## src/logic/timer_irq_pkg.sv

```systemverilog
/*
 Shared constants for the interval timer and interrupt acceptance block:
 mapped register addresses, reset values, source bit positions and vectors.
 Assumes a 16-bit word-addressed data memory path from the core.
*/
package timer_irq_pkg;

  localparam int unsigned DATA_W = 16;
  localparam int unsigned NUM_EXT = 3;
  localparam int unsigned NUM_SRC = 6;

  // Word addresses of the six mapped registers in data memory space.
  localparam logic [15:0] ADDR_RX_DATA = 16'h0000;
  localparam logic [15:0] ADDR_TX_DATA = 16'h0001;
  localparam logic [15:0] ADDR_TIMER = 16'h0002;
  localparam logic [15:0] ADDR_PERIOD = 16'h0003;
  localparam logic [15:0] ADDR_MASK = 16'h0004;
  localparam logic [15:0] ADDR_GLOBAL = 16'h0005;

  // Reset values.
  localparam logic [15:0] TIMER_RST = 16'hffff;
  localparam logic [15:0] PERIOD_RST = 16'hffff;
  localparam logic [5:0] MASK_RST = 6'h00;
  localparam logic [15:0] TX_DATA_RST = 16'h0000;
  localparam logic [7:0] GLOBAL_RST = 8'h00;

  // Bit positions of the maskable sources, highest priority at bit 0.
  localparam int unsigned SRC_EXT0 = 0;
  localparam int unsigned SRC_EXT1 = 1;
  localparam int unsigned SRC_EXT2 = 2;
  localparam int unsigned SRC_TIMER = 3;
  localparam int unsigned SRC_RX = 4;
  localparam int unsigned SRC_TX = 5;

  // Vector slots: slot 0 is reset, maskable source n is slot n+1.
  localparam logic [2:0] SLOT_RESET = 3'h0;
  localparam logic [2:0] SLOT_TRAP = 3'h7;
  localparam logic [15:0] VEC_BASE = 16'h0000;
  localparam logic [15:0] VEC_STEP = 16'h0002;

  // Prescaler terminal value for the quarter-rate timer variant.
  localparam logic [1:0] QUARTER_LAST = 2'h3;

  typedef enum logic [0:0] {
    ST_IDLE,
    ST_OFFER
  } accept_state_t;

endpackage

```

## src/logic/timer_link_if.sv

```systemverilog
/*
 Link between the register decode of the top module and the timer.
 Assumes both ends run on the same clock.
*/
`timescale 1ns/1ps
interface timer_link_if;
  logic wr_count;
  logic wr_period;
  logic [15:0] wdata;
  logic [15:0] count;
  logic [15:0] period;
  logic zero_irq;

  modport ctl (output wr_count, output wr_period, output wdata,
               input count, input period, input zero_irq);
  modport tmr (input wr_count, input wr_period, input wdata,
               output count, output period, output zero_irq);
endinterface
```

## src/logic/interval_timer.sv

```systemverilog
/*
 Free-running 16-bit down counter with period reload and a zero pulse.
 Assumes write strobes are single-cycle pulses from the same clock domain.
*/
`timescale 1ns/1ps
module interval_timer #(
  parameter bit QUARTER_RATE = 1'b0
)
(
  input wire logic clock_in,
  input wire logic nrst_in,
  timer_link_if.tmr link
);

  logic [15:0] count_q;
  logic [15:0] count_d;
  logic [15:0] period_q;
  logic [1:0] pre_q;
  logic irq_q;
  logic tick_w;
  logic at_zero_w;
  logic hit_w;

  ////////////////////////////////////////////////////////////////////////////
  // The prescaler always runs; it only matters in the quarter-rate variant.
  assign tick_w = QUARTER_RATE ? (pre_q == timer_irq_pkg::QUARTER_LAST) : 1'b1;
  assign at_zero_w = (count_q == 16'h0000);

  // A zero period keeps the count at zero, so every tick counts as a hit.
  assign hit_w = tick_w && !link.wr_count &&
                 ((count_q == 16'h0001) || (at_zero_w && period_q == 16'h0000));

  // A software load wins over the tick; zero reloads on the next tick.
  assign count_d = link.wr_count ? link.wdata :
                   !tick_w ? count_q :
                   at_zero_w ? period_q :
                   count_q - 16'h0001;

  // Counter, period store and prescaler.
  always_ff @(posedge clock_in or negedge nrst_in)
  begin
    if (!nrst_in)
    begin
      count_q <= timer_irq_pkg::TIMER_RST;
      period_q <= timer_irq_pkg::PERIOD_RST;
      pre_q <= 2'h0;
      irq_q <= 1'b0;
    end
    else
    begin
      count_q <= count_d;
      pre_q <= pre_q + 2'h1;
      irq_q <= hit_w;
      if (link.wr_period)
      begin
        period_q <= link.wdata;
      end
    end
  end

  assign link.count = count_q;
  assign link.period = period_q;
  assign link.zero_irq = irq_q;

endmodule

```

## src/logic/interval_timer_irq_logic.sv

```systemverilog
/*
 Mapped timer plus interrupt acceptance: six data-memory registers, three
 external active-low request lines, internal serial, timer and trap sources,
 fixed priority, two-word vectors and hold-off during multicycle work.
 Assumes the core drives single-cycle read and write strobes on the same
 clock, reports multicycle or wait-stated execution on busy_in, and answers
 each offered vector with a one-cycle irq_ack_in.
*/
// Operation
// - Timer is a 16-bit down counter decrementing every machine cycle, always on.
// - Variant option clocks the timer at one quarter of the machine rate.
// - Timer interrupt raised each time the count decrements to zero.
// - Count reloads from period one cycle after zero; period plus one cycles.
// - Three external maskable interrupt request lines are accepted.
// - Internal sources: serial receive, serial transmit, timer, software trap.
// - Fixed priority resolves collisions; reset highest, serial transmit lowest.
// - Every vector lies on a two-word boundary to hold a branch.
// - Servicing waits until a multicycle, repeated or wait-stated instruction ends.
// - Timer, period and mask are among six registers mapped in data memory.
`timescale 1ns/1ps
module interval_timer_irq_logic #(
  parameter bit QUARTER_RATE = 1'b0
)
(
  input wire logic clock_in,
  input wire logic nrst_in,
  input wire logic [15:0] mem_addr_in,
  input wire logic mem_wr_in,
  input wire logic mem_rd_in,
  input wire logic [15:0] mem_wdata_in,
  output logic [15:0] mem_rdata_out,
  output logic mem_hit_out,
  input wire logic [2:0] ext_irq_lines_n_in,
  input wire logic serial_rx_irq_in,
  input wire logic serial_tx_irq_in,
  input wire logic [15:0] rx_data_in,
  output logic [15:0] tx_data_out,
  output logic [7:0] global_alloc_out,
  input wire logic trap_in,
  input wire logic irq_enable_in,
  input wire logic busy_in,
  output logic irq_req_out,
  output logic [15:0] irq_vector_out,
  input wire logic irq_ack_in,
  output logic timer_irq_out
);

  timer_link_if link ();

  logic hit_rx_w;
  logic hit_tx_w;
  logic hit_timer_w;
  logic hit_period_w;
  logic hit_mask_w;
  logic hit_global_w;
  logic [15:0] read_mux_w;
  logic [15:0] rdata_q;
  logic [15:0] tx_data_q;
  logic [7:0] global_q;
  logic [5:0] irq_mask_reg_q;
  logic [2:0] sync1_q;
  logic [2:0] sync2_q;
  logic [2:0] line_prev_q;
  logic [2:0] ext_edge_w;
  logic [5:0] set_w;
  logic [5:0] clr_w;
  logic [5:0] flags_q;
  logic [5:0] flags_d;
  logic [5:0] eligible_w;
  logic trap_q;
  logic trap_d;
  logic take_ack_w;
  logic pick_found;
  logic [2:0] pick_slot;
  logic start_w;
  logic [2:0] slot_q;
  logic [15:0] vector_q;
  logic [15:0] vector_d;
  timer_irq_pkg::accept_state_t state_q;
  timer_irq_pkg::accept_state_t state_d;

  ////////////////////////////////////////////////////////////////////////////
  // Address decode of the six mapped registers.
  assign hit_rx_w = (mem_addr_in == timer_irq_pkg::ADDR_RX_DATA);
  assign hit_tx_w = (mem_addr_in == timer_irq_pkg::ADDR_TX_DATA);
  assign hit_timer_w = (mem_addr_in == timer_irq_pkg::ADDR_TIMER);
  assign hit_period_w = (mem_addr_in == timer_irq_pkg::ADDR_PERIOD);
  assign hit_mask_w = (mem_addr_in == timer_irq_pkg::ADDR_MASK);
  assign hit_global_w = (mem_addr_in == timer_irq_pkg::ADDR_GLOBAL);
  assign mem_hit_out = hit_rx_w | hit_tx_w | hit_timer_w |
                       hit_period_w | hit_mask_w | hit_global_w;

  // Read selection; any other address reads as zero so the core can merge it.
  assign read_mux_w = hit_rx_w ? rx_data_in :
                      hit_tx_w ? tx_data_q :
                      hit_timer_w ? link.count :
                      hit_period_w ? link.period :
                      hit_mask_w ? {10'h000, irq_mask_reg_q} :
                      hit_global_w ? {8'h00, global_q} :
                      16'h0000;

  // Timer writes go straight to the counter or period store.
  assign link.wr_count = mem_wr_in & hit_timer_w;
  assign link.wr_period = mem_wr_in & hit_period_w;
  assign link.wdata = mem_wdata_in;

  ////////////////////////////////////////////////////////////////////////////
  // Timer instance.
  interval_timer #(
    .QUARTER_RATE(QUARTER_RATE)
  ) u_timer (
    .clock_in(clock_in),
    .nrst_in(nrst_in),
    .link(link)
  );

  assign timer_irq_out = link.zero_irq;

  // Register stores; read data is captured so it stands until the next read.
  always_ff @(posedge clock_in or negedge nrst_in)
  begin
    if (!nrst_in)
    begin
      rdata_q <= 16'h0000;
      tx_data_q <= timer_irq_pkg::TX_DATA_RST;
      global_q <= timer_irq_pkg::GLOBAL_RST;
      irq_mask_reg_q <= timer_irq_pkg::MASK_RST;
    end
    else
    begin
      if (mem_rd_in)
      begin
        rdata_q <= read_mux_w;
      end
      if (mem_wr_in && hit_tx_w)
      begin
        tx_data_q <= mem_wdata_in;
      end
      if (mem_wr_in && hit_global_w)
      begin
        global_q <= mem_wdata_in[7:0];
      end
      if (mem_wr_in && hit_mask_w)
      begin
        irq_mask_reg_q <= mem_wdata_in[5:0];
      end
    end
  end

  assign mem_rdata_out = rdata_q;
  assign tx_data_out = tx_data_q;
  assign global_alloc_out = global_q;

  ////////////////////////////////////////////////////////////////////////////
  // External lines are asynchronous; two flops first, then a falling edge
  // seen on the settled copy latches a request.
  always_ff @(posedge clock_in or negedge nrst_in)
  begin
    if (!nrst_in)
    begin
      sync1_q <= 3'h7;
      sync2_q <= 3'h7;
      line_prev_q <= 3'h7;
    end
    else
    begin
      sync1_q <= ext_irq_lines_n_in;
      sync2_q <= sync1_q;
      line_prev_q <= sync2_q;
    end
  end

  assign ext_edge_w = line_prev_q & ~sync2_q;

  // Source collection in priority order, external lines first.
  assign set_w[timer_irq_pkg::SRC_EXT0] = ext_edge_w[0];
  assign set_w[timer_irq_pkg::SRC_EXT1] = ext_edge_w[1];
  assign set_w[timer_irq_pkg::SRC_EXT2] = ext_edge_w[2];
  assign set_w[timer_irq_pkg::SRC_TIMER] = link.zero_irq;
  assign set_w[timer_irq_pkg::SRC_RX] = serial_rx_irq_in;
  assign set_w[timer_irq_pkg::SRC_TX] = serial_tx_irq_in;

  assign take_ack_w = (state_q == timer_irq_pkg::ST_OFFER) && irq_ack_in;

  // A new event in the cycle its flag is cleared keeps the flag set.
  generate
    for (genvar g = 0; g < timer_irq_pkg::NUM_SRC; g++)
    begin : g_flag
      assign clr_w[g] = take_ack_w && (slot_q == 3'(g + 1));
      assign flags_d[g] = set_w[g] | (flags_q[g] & ~clr_w[g]);
    end
  endgenerate

  // The trap is an instruction, so it ignores the mask and global enable.
  assign trap_d = trap_in |
                  (trap_q & ~(take_ack_w && slot_q == timer_irq_pkg::SLOT_TRAP));

  // Unmasked requests stay pending in their flags until serviced.
  assign eligible_w = flags_q & irq_mask_reg_q & {6{irq_enable_in}};

  ////////////////////////////////////////////////////////////////////////////
  // Fixed priority pick: trap, then the lowest set source bit.
  always_comb
  begin
    pick_found = 1'b0;
    pick_slot = timer_irq_pkg::SLOT_RESET;
    for (int i = timer_irq_pkg::NUM_SRC - 1; i >= 0; i--)
    begin
      if (eligible_w[i])
      begin
        pick_found = 1'b1;
        pick_slot = 3'(i + 1);
      end
    end
    if (trap_q)
    begin
      pick_found = 1'b1;
      pick_slot = timer_irq_pkg::SLOT_TRAP;
    end
  end

  // Nothing is offered while the current instruction is still running.
  assign start_w = pick_found && !busy_in;
  assign vector_d = timer_irq_pkg::VEC_BASE +
                    timer_irq_pkg::VEC_STEP * {13'h0000, pick_slot};

  // Offer handshake: the pick is frozen until the core acknowledges.
  always_comb
  begin
    state_d = state_q;
    unique case (state_q)
      timer_irq_pkg::ST_IDLE:
      begin
        if (start_w)
        begin
          state_d = timer_irq_pkg::ST_OFFER;
        end
      end
      timer_irq_pkg::ST_OFFER:
      begin
        if (irq_ack_in)
        begin
          state_d = timer_irq_pkg::ST_IDLE;
        end
      end
    endcase
  end

  // Reset clears every pending request and points the vector at slot zero.
  always_ff @(posedge clock_in or negedge nrst_in)
  begin
    if (!nrst_in)
    begin
      state_q <= timer_irq_pkg::ST_IDLE;
      flags_q <= 6'h00;
      trap_q <= 1'b0;
      slot_q <= timer_irq_pkg::SLOT_RESET;
      vector_q <= timer_irq_pkg::VEC_BASE;
    end
    else
    begin
      state_q <= state_d;
      flags_q <= flags_d;
      trap_q <= trap_d;
      if (state_q == timer_irq_pkg::ST_IDLE && start_w)
      begin
        slot_q <= pick_slot;
        vector_q <= vector_d;
      end
    end
  end

  assign irq_req_out = (state_q == timer_irq_pkg::ST_OFFER);
  assign irq_vector_out = vector_q;

endmodule

```

## config.mk

```make
export PLATFORM = sky130hd
export DESIGN_NAME = interval_timer_irq_logic
export DESIGN_NICKNAME = d
export VERILOG_FILES = /design/src/logic/timer_irq_pkg.sv /design/src/logic/timer_link_if.sv /design/src/logic/interval_timer.sv /design/src/logic/interval_timer_irq_logic.sv
export SDC_FILE = /design/constraint.sdc
export NUM_CORES = 1
export LEC_CHECK = 0
export BUFFER_PORTS_ARGS = -buffer_cell sky130_fd_sc_hd__buf_4
export CORE_MARGIN = 2
export CORE_UTILIZATION = 50
export DETAILED_ROUTE_END_ITERATION = 8
export PLACE_DENSITY = 0.75
export SKIP_CTS_REPAIR_TIMING = 1
export SKIP_LAST_GASP = 1
export SLEW_MARGIN = 20
export SYNTH_ARGS = -nofsm -noshare
export SYNTH_HDL_FRONTEND = slang
export SYNTH_HIERARCHICAL = 1
export SYNTH_SLANG_ARGS = --single-unit
```

## constraint.sdc

```tcl
create_clock -name clock_in -period 2.6 [get_ports clock_in]
set_input_delay 0.13 -clock clock_in [delete_from_list [all_inputs] [get_ports clock_in]]
set_output_delay 0.13 -clock clock_in [all_outputs]
set_load 0.01 [all_outputs]
```

# Yosys cells after proc, flatten, opt, wreduce, memory -nomap -nowiden
# Index checks and enable logic that the tools add are counted.
dict set report word_totals {
  word_cells 107
  output_inout_bits 59
  regBits 99
}
dict set report op_classes {
  n_eq_ne 13
  n_addsub 1
  n_mux 25
  n_reduce_logical 21
  bitwise_logic 33
}
# operator n
set op_table {}
lappend op_table {{16-bit two-way mux} 6}
lappend op_table {{16-bit zero test} 3}
lappend op_table {{16-bit by 1-bit == test with 1-bit output (second input constant)} 2}
lappend op_table {{16-bit by 2-bit == test with 1-bit output (second input constant)} 2}
lappend op_table {{16-bit by 3-bit == test with 1-bit output (second input constant)} 2}
lappend op_table {{3-bit two-way mux} 7}
lappend op_table {{8-bit two-way mux} 2}
lappend op_table {{16-bit by 1-bit subtractor with 16-bit output (second input constant)} 1}
lappend op_table {{1-bit logical AND} 15}
lappend op_table {{6-bit bitwise AND} 2}
lappend op_table {{3-bit == test (second input constant)} 4}
lappend op_table {{1-bit OR} 12}
lappend op_table {{1-bit bitwise AND} 9}
lappend op_table {{1-bit two-way mux} 9}
lappend op_table {{1-bit NOT} 8}
lappend op_table {{3-bit by 2-bit == test with 1-bit output (second input constant)} 2}
lappend op_table {{3-bit bitwise AND} 1}
lappend op_table {{3-bit by 1-bit == test with 1-bit output (second input constant)} 1}
lappend op_table {{3-bit NOT} 1}
lappend op_table {{1-bit zero test} 2}
lappend op_table {{1-bit case mux with 2 select lines} 1}
lappend op_table {{1-bit logical OR} 1}

# Logic depth before layout (Yosys ltp)
dict set report logic_depth {
  word_depth 12
  mapped_depth 8
}

# Cells and area by module
# Netlist, hierarchy kept.
# module instances area_per_inst_um2 cells_per_inst seq_area_each_um2
set modules_own_cells {}
lappend modules_own_cells {interval_timer_irq_logic 1 3483.3 307 1662.8}
lappend modules_own_cells {interval_timer 1 1799.2 174 865.8}

# Least setup slack after synthesis
# OpenSTA, ideal clock, no wires.
dict set report synth_path {
  path_kind {input to register}
  from {input mem_addr_in[5]}
  to {register u_timer.count_q[0], in the netlist u_timer/link.count[0]}
  arrival_ps 1945
  path_buffers 1
  path_stages 6
  required_ps 2518
  slack_ps 572
  path_cell_list {nor4_2 -> nand3_2 -> nor3_4 -> and4_1 -> clkbuf_1 -> mux2_2}
}
dict set report synth_via {
  elab_chain_len 3
}
# item line_no
set synth_rtl {}
lappend synth_rtl {{start, declared} interval_timer_irq_logic.sv:27} ;# input wire logic [15:0] mem_addr_in,
lappend synth_rtl {{16-bit by 2-bit == test with 1-bit output} interval_timer_irq_logic.sv:86} ;# assign hit_timer_w = (mem_addr_in == timer_irq_pkg::ADDR_TIMER);
lappend synth_rtl {{1-bit bitwise AND} interval_timer_irq_logic.sv:103} ;# assign link.wr_count = mem_wr_in & hit_timer_w;
lappend synth_rtl {{net link.wr_count} timer_link_if.sv:7} ;# logic wr_count;
lappend synth_rtl {{16-bit two-way mux} interval_timer.sv:34} ;# assign count_d = link.wr_count ? link.wdata :
lappend synth_rtl {{net u_timer.count_d[0]} interval_timer.sv:16} ;# logic [15:0] count_d;
lappend synth_rtl {{end signal, assigned} interval_timer.sv:44} ;# count_q <= timer_irq_pkg::TIMER_RST;
lappend synth_rtl {{end signal, assigned} interval_timer.sv:51} ;# count_q <= count_d;
lappend synth_rtl {{end, declared} interval_timer.sv:15} ;# logic [15:0] count_q;
# The timed path passes the listed nets, and every way through them passes these cells.
# A chain may end at the register's enable or synchronous reset.

# Final worst setup path
dict set report layout_path {
  from {register u_timer.count_q[0], in the netlist u_timer/link.count[0]}
  to {register u_timer.count_q[13], in the netlist u_timer/link.count[13]}
}
dict set report layout_via {
  elab_chain_len 3
}
# item line_no
set layout_rtl {}
lappend layout_rtl {{16-bit by 1-bit subtractor with 16-bit output / 16-bit zero test (equally long branches)} {interval_timer.sv:37, interval_timer.sv:27}}
lappend layout_rtl {{16-bit two-way mux (*)} interval_timer.sv:36} ;# at_zero_w ? period_q :
lappend layout_rtl {{16-bit two-way mux (*)} interval_timer.sv:34}
lappend layout_rtl {{net u_timer.count_d[13]} interval_timer.sv:16}
# Mark *: on every way through the listed nets, which the timed path passes. The rest lies on a longest branch.

==> impl_metrics.py <==
metrics = {
    "clocking": {
        "cts.clk_slew.worst_paths_ns": 0.09,
        "clk_latency_ns": 0.36,
        "cts_buffers": 9,
        "cts_max_level": 3,
        "clockRootBuffer": "clkbuf_8",
        "cts_buffer_depth": 2,
        "clock-sinks": 99,
        "cts_tree": "yes",
    },
    "layout": {
        "fin_util_pct": 63.3,
        "n_fill_cell": 848,
        "diodes": 0,
        "synthToLayoutAreaGrowth_pct": 23.1,
        "drive_above_1_share_pct": 39.9,
        "num-nets-final": 661,
        "fin_area_mm2": 0.00650,
        "fin_cells": 738,
        "multi_input_area_mm2": 0.00253,
        "register_area_mm2": 0.00253,
    },
    "critical_path": {
        "required_ns": 2.85,
        "ff2ff_setup_slack_ns": 0.49,
        "r2r-start": "u_timer/link.count[0]$_DFF_PN1_",
        "r2r_cells": 7,
        "slowest_stage": "dfstp_2",
        "path_class": "register to register",
        "endpoint_kind": "register",
        "cp-start-kind": "register",
        "path_cells": "inv_1, ha_1, nand4_1, or3_1, buf_4, nor2_1, o41ai_1",
        "cpPeakStageDelay_ns": 0.61,
        "arrival_ns": 2.36,
        "worst-path-buf-inv": 2,
        "reg2reg_to": "u_timer/link.count[13]$_DFF_PN1_",
        "cp_max_fo": 14,
        "crit_family": "flip-flops",
    },
    "global_routing": {
        "antenna_found_initial": 0,
        "gr-usage-all-layers_pct": 22.8,
        "grt_pass1_vias": 3992,
        "gr-total-overflow": 0,
        "grt_max_degree": 61,
        "grt_pass1_wl_mm": 20.3,
    },
    "logic_synthesis": {
        "synth-edff-count": 0,
        "synth_warnings": 6,
        "async_reset_ff_share_pct": 100,
        "synthTopCellsByCount": "dfrtp_1, dfstp_2, mux2_2",
        "synth_compound_area_share_pct": 11.5,
        "yosysTopAreaCell": "dfrtp_1",
        "yosys_most_used_dff": "dfrtp_1",
        "postSynthCellCount": 481,
        "yosysMostFrequentCell": "dfrtp_1",
        "yosys.area_share.simple_pct": 15.7,
        "synthAdderAreaFrac_pct": 0.711,
        "ys_types": 58,
        "synth.avg_cell_area_um2": 11.0,
        "seq_area_frac_synth_pct": 47.9,
        "mappedNetlistArea_mm2": 0.00528,
        "synth_top_family_by_area": "multiplexers",
        "synthXorXnorAreaFrac_pct": 1.33,
        "synth-seq-cells": 99,
        "synth_mux_area_share_pct": 17.6,
        "netlist.area_leader.share_pct": 27.5,
        "yosys-top-cells-area": "dfrtp_1, dfstp_2, mux2_2",
    },
    "placement": {
        "dp_cells": 708,
        "place_area_mm2": 0.00617,
        "pre_cts_ws_ns": 0.385,
        "dpl.hpwl_mm": 9.47,
        "io_buffers": 106,
        "gp_congestion": 0.928,
    },
    "die": {
        "core_mm2": 0.0103,
        "dieArea_mm2": 0.0114,
        "die_h_um": 107,
        "die_w_um": 107,
        "initial_core_util_pct": 51.4,
        "fp-row-count": 37,
        "num_io_pins": 120,
    },
    "timing": {
        "tightest_slew_ns": 0.771,
        "finalSetupViolCount": 0,
        "hold_viol": 0,
        "setup_tns_ns": 0,
        "rsz0062_at_grt": "no",
        "skew_ns": 0.00975,
        "relSlewSlack_pct": 48.6,
        "period_needed_ns": 2.11,
        "fin_ws_ns": 0.494,
        "slew_viol_final": 0,
        "clock.fmax_ghz": 0.475,
        "period_share_pct": 81.0,
    },
    "power": {
        "p_leak_nw": 2.97,
        "max-vdd-ir-drop_mv": 0.327,
        "powerDensity_mw_per_mm2": 477,
    },
    "routing": {
        "drt-pass1-iter-count": 5,
        "route.detailed.drc": 0,
        "route.met2.wl_mm": 6.16,
        "drtIter0Drc": 299,
        "vias_per_cell": 5.67,
        "met3_length_um": 810,
        "wl_mm": 12.9,
        "dr_total_vias": 4188,
        "top_layer_used": "met4",
        "wl_per_cell_um": 17.5,
        "route.antenna.remaining_nets": 0,
        "wl_met1_mm": 5.73,
    },
    "min_path": {
        "hold_class": "input pin to register",
        "hold_path_startpoint": "mem_wdata_in[9]",
        "hold_depth": 3,
        "whs_endpoint": "u_timer/link.count[9]$_DFF_PN1_",
    },
    "outcome": {
        "status": "finished clean",
    },
    "job": {
        "drv_cap": 0,
    },
}
## routing by layer
layer  vias up  global-route usage, %
li1       1946                      -
met1      2074                   31.7
met2       154                   35.6
met3        14                   4.86
met4         0                   7.79
met5         -                      0
## registers in the layout, summed over array words and instances, names as in the netlist, 6 cells and up
register and count:
flags_q 6, global_alloc_out 8, irq_mask_reg_q 6, mem_rdata_out 16, tx_data_out 16, u_timer/link.count 16, u_timer/link.period 16
## worst max-delay path by stage
stage	start	end	slack, ns	depth (start not counted)
final	u_timer/link.count[0]$_DFF_PN1_	u_timer/link.count[13]$_DFF_PN1_	0.49	7
after CTS	u_timer/link.count[0]$_DFF_PN1_	u_timer/link.count[13]$_DFF_PN1_	0.51	7
after global routing	u_timer/link.count[0]$_DFF_PN1_	u_timer/link.count[13]$_DFF_PN1_	0.38	7
after detailed placement	mem_addr_in[5]	tx_data_out[14]$_DFFE_PN0P_	0.39	6
after global placement	mem_addr_in[5]	tx_data_out[14]$_DFFE_PN0P_	0.46	6
after floorplan	mem_addr_in[5]	u_timer/link.count[0]$_DFF_PN1_	0.57	6
## per-stage QoR
| step | hold slack [ns] | total power (W) |
|---|---|---|
| after floorplan | -0.166 | 0.00195 |
| after global routing | 0.0000923 | 0.00326 |
| after detailed placement | 0.239 | 0.00216 |
| final | 0.00509 | 0.00311 |
| after CTS | -0.148 | 0.00312 |
| after global placement | 0.238 | 0.00214 |
## final cells by class
cell class / count / share of cell area (%)
Clock buffer: 14 / 2.67
Clock inverter: 2 / 0.250
Inverter: 23 / 1.33
Multi-Input combinational cell: 337 / 38.9
Sequential cell: 99 / 38.9
Tap cell: 136 / 2.62
Timing Repair Buffer: 127 / 15.4
## cell usage in the layout (no fill, tap or decap), drive strengths merged, types with 8 or more instances in the layout
cell and instances:
buf 113, dfrtp 58, mux2 48, dfstp 41, o21ai 36, nand2 34
nor2 30, nand3 29, inv 24, mux2i 17, dlygate4sd3 14, clkbuf 14
conb 13, nand2b 10, nor4 9, a21boi 8, mux4 8, nor3 8
## power by group
part	leakage [nW]	internal, W	switching (W)	total [W]
sequential	1.18	0.00164	0.0000895	0.00173
clock	0.0924	0.000438	0.000519	0.000957
combinational	1.70	0.000212	0.000211	0.000423
## cells by family after synthesis
logic type	Yosys count
fa+ha+maj	3
xor+xnor	8
mux	73
buf+inv	57
simple gates	148
flops	99
other cells	1
compound gates	92
## worst min-delay path: stages
cell	delay [ns]
buf_4	0.09
nand2_1	0.04
o41ai_1	0.06
(Power assumes the default switching activity.)
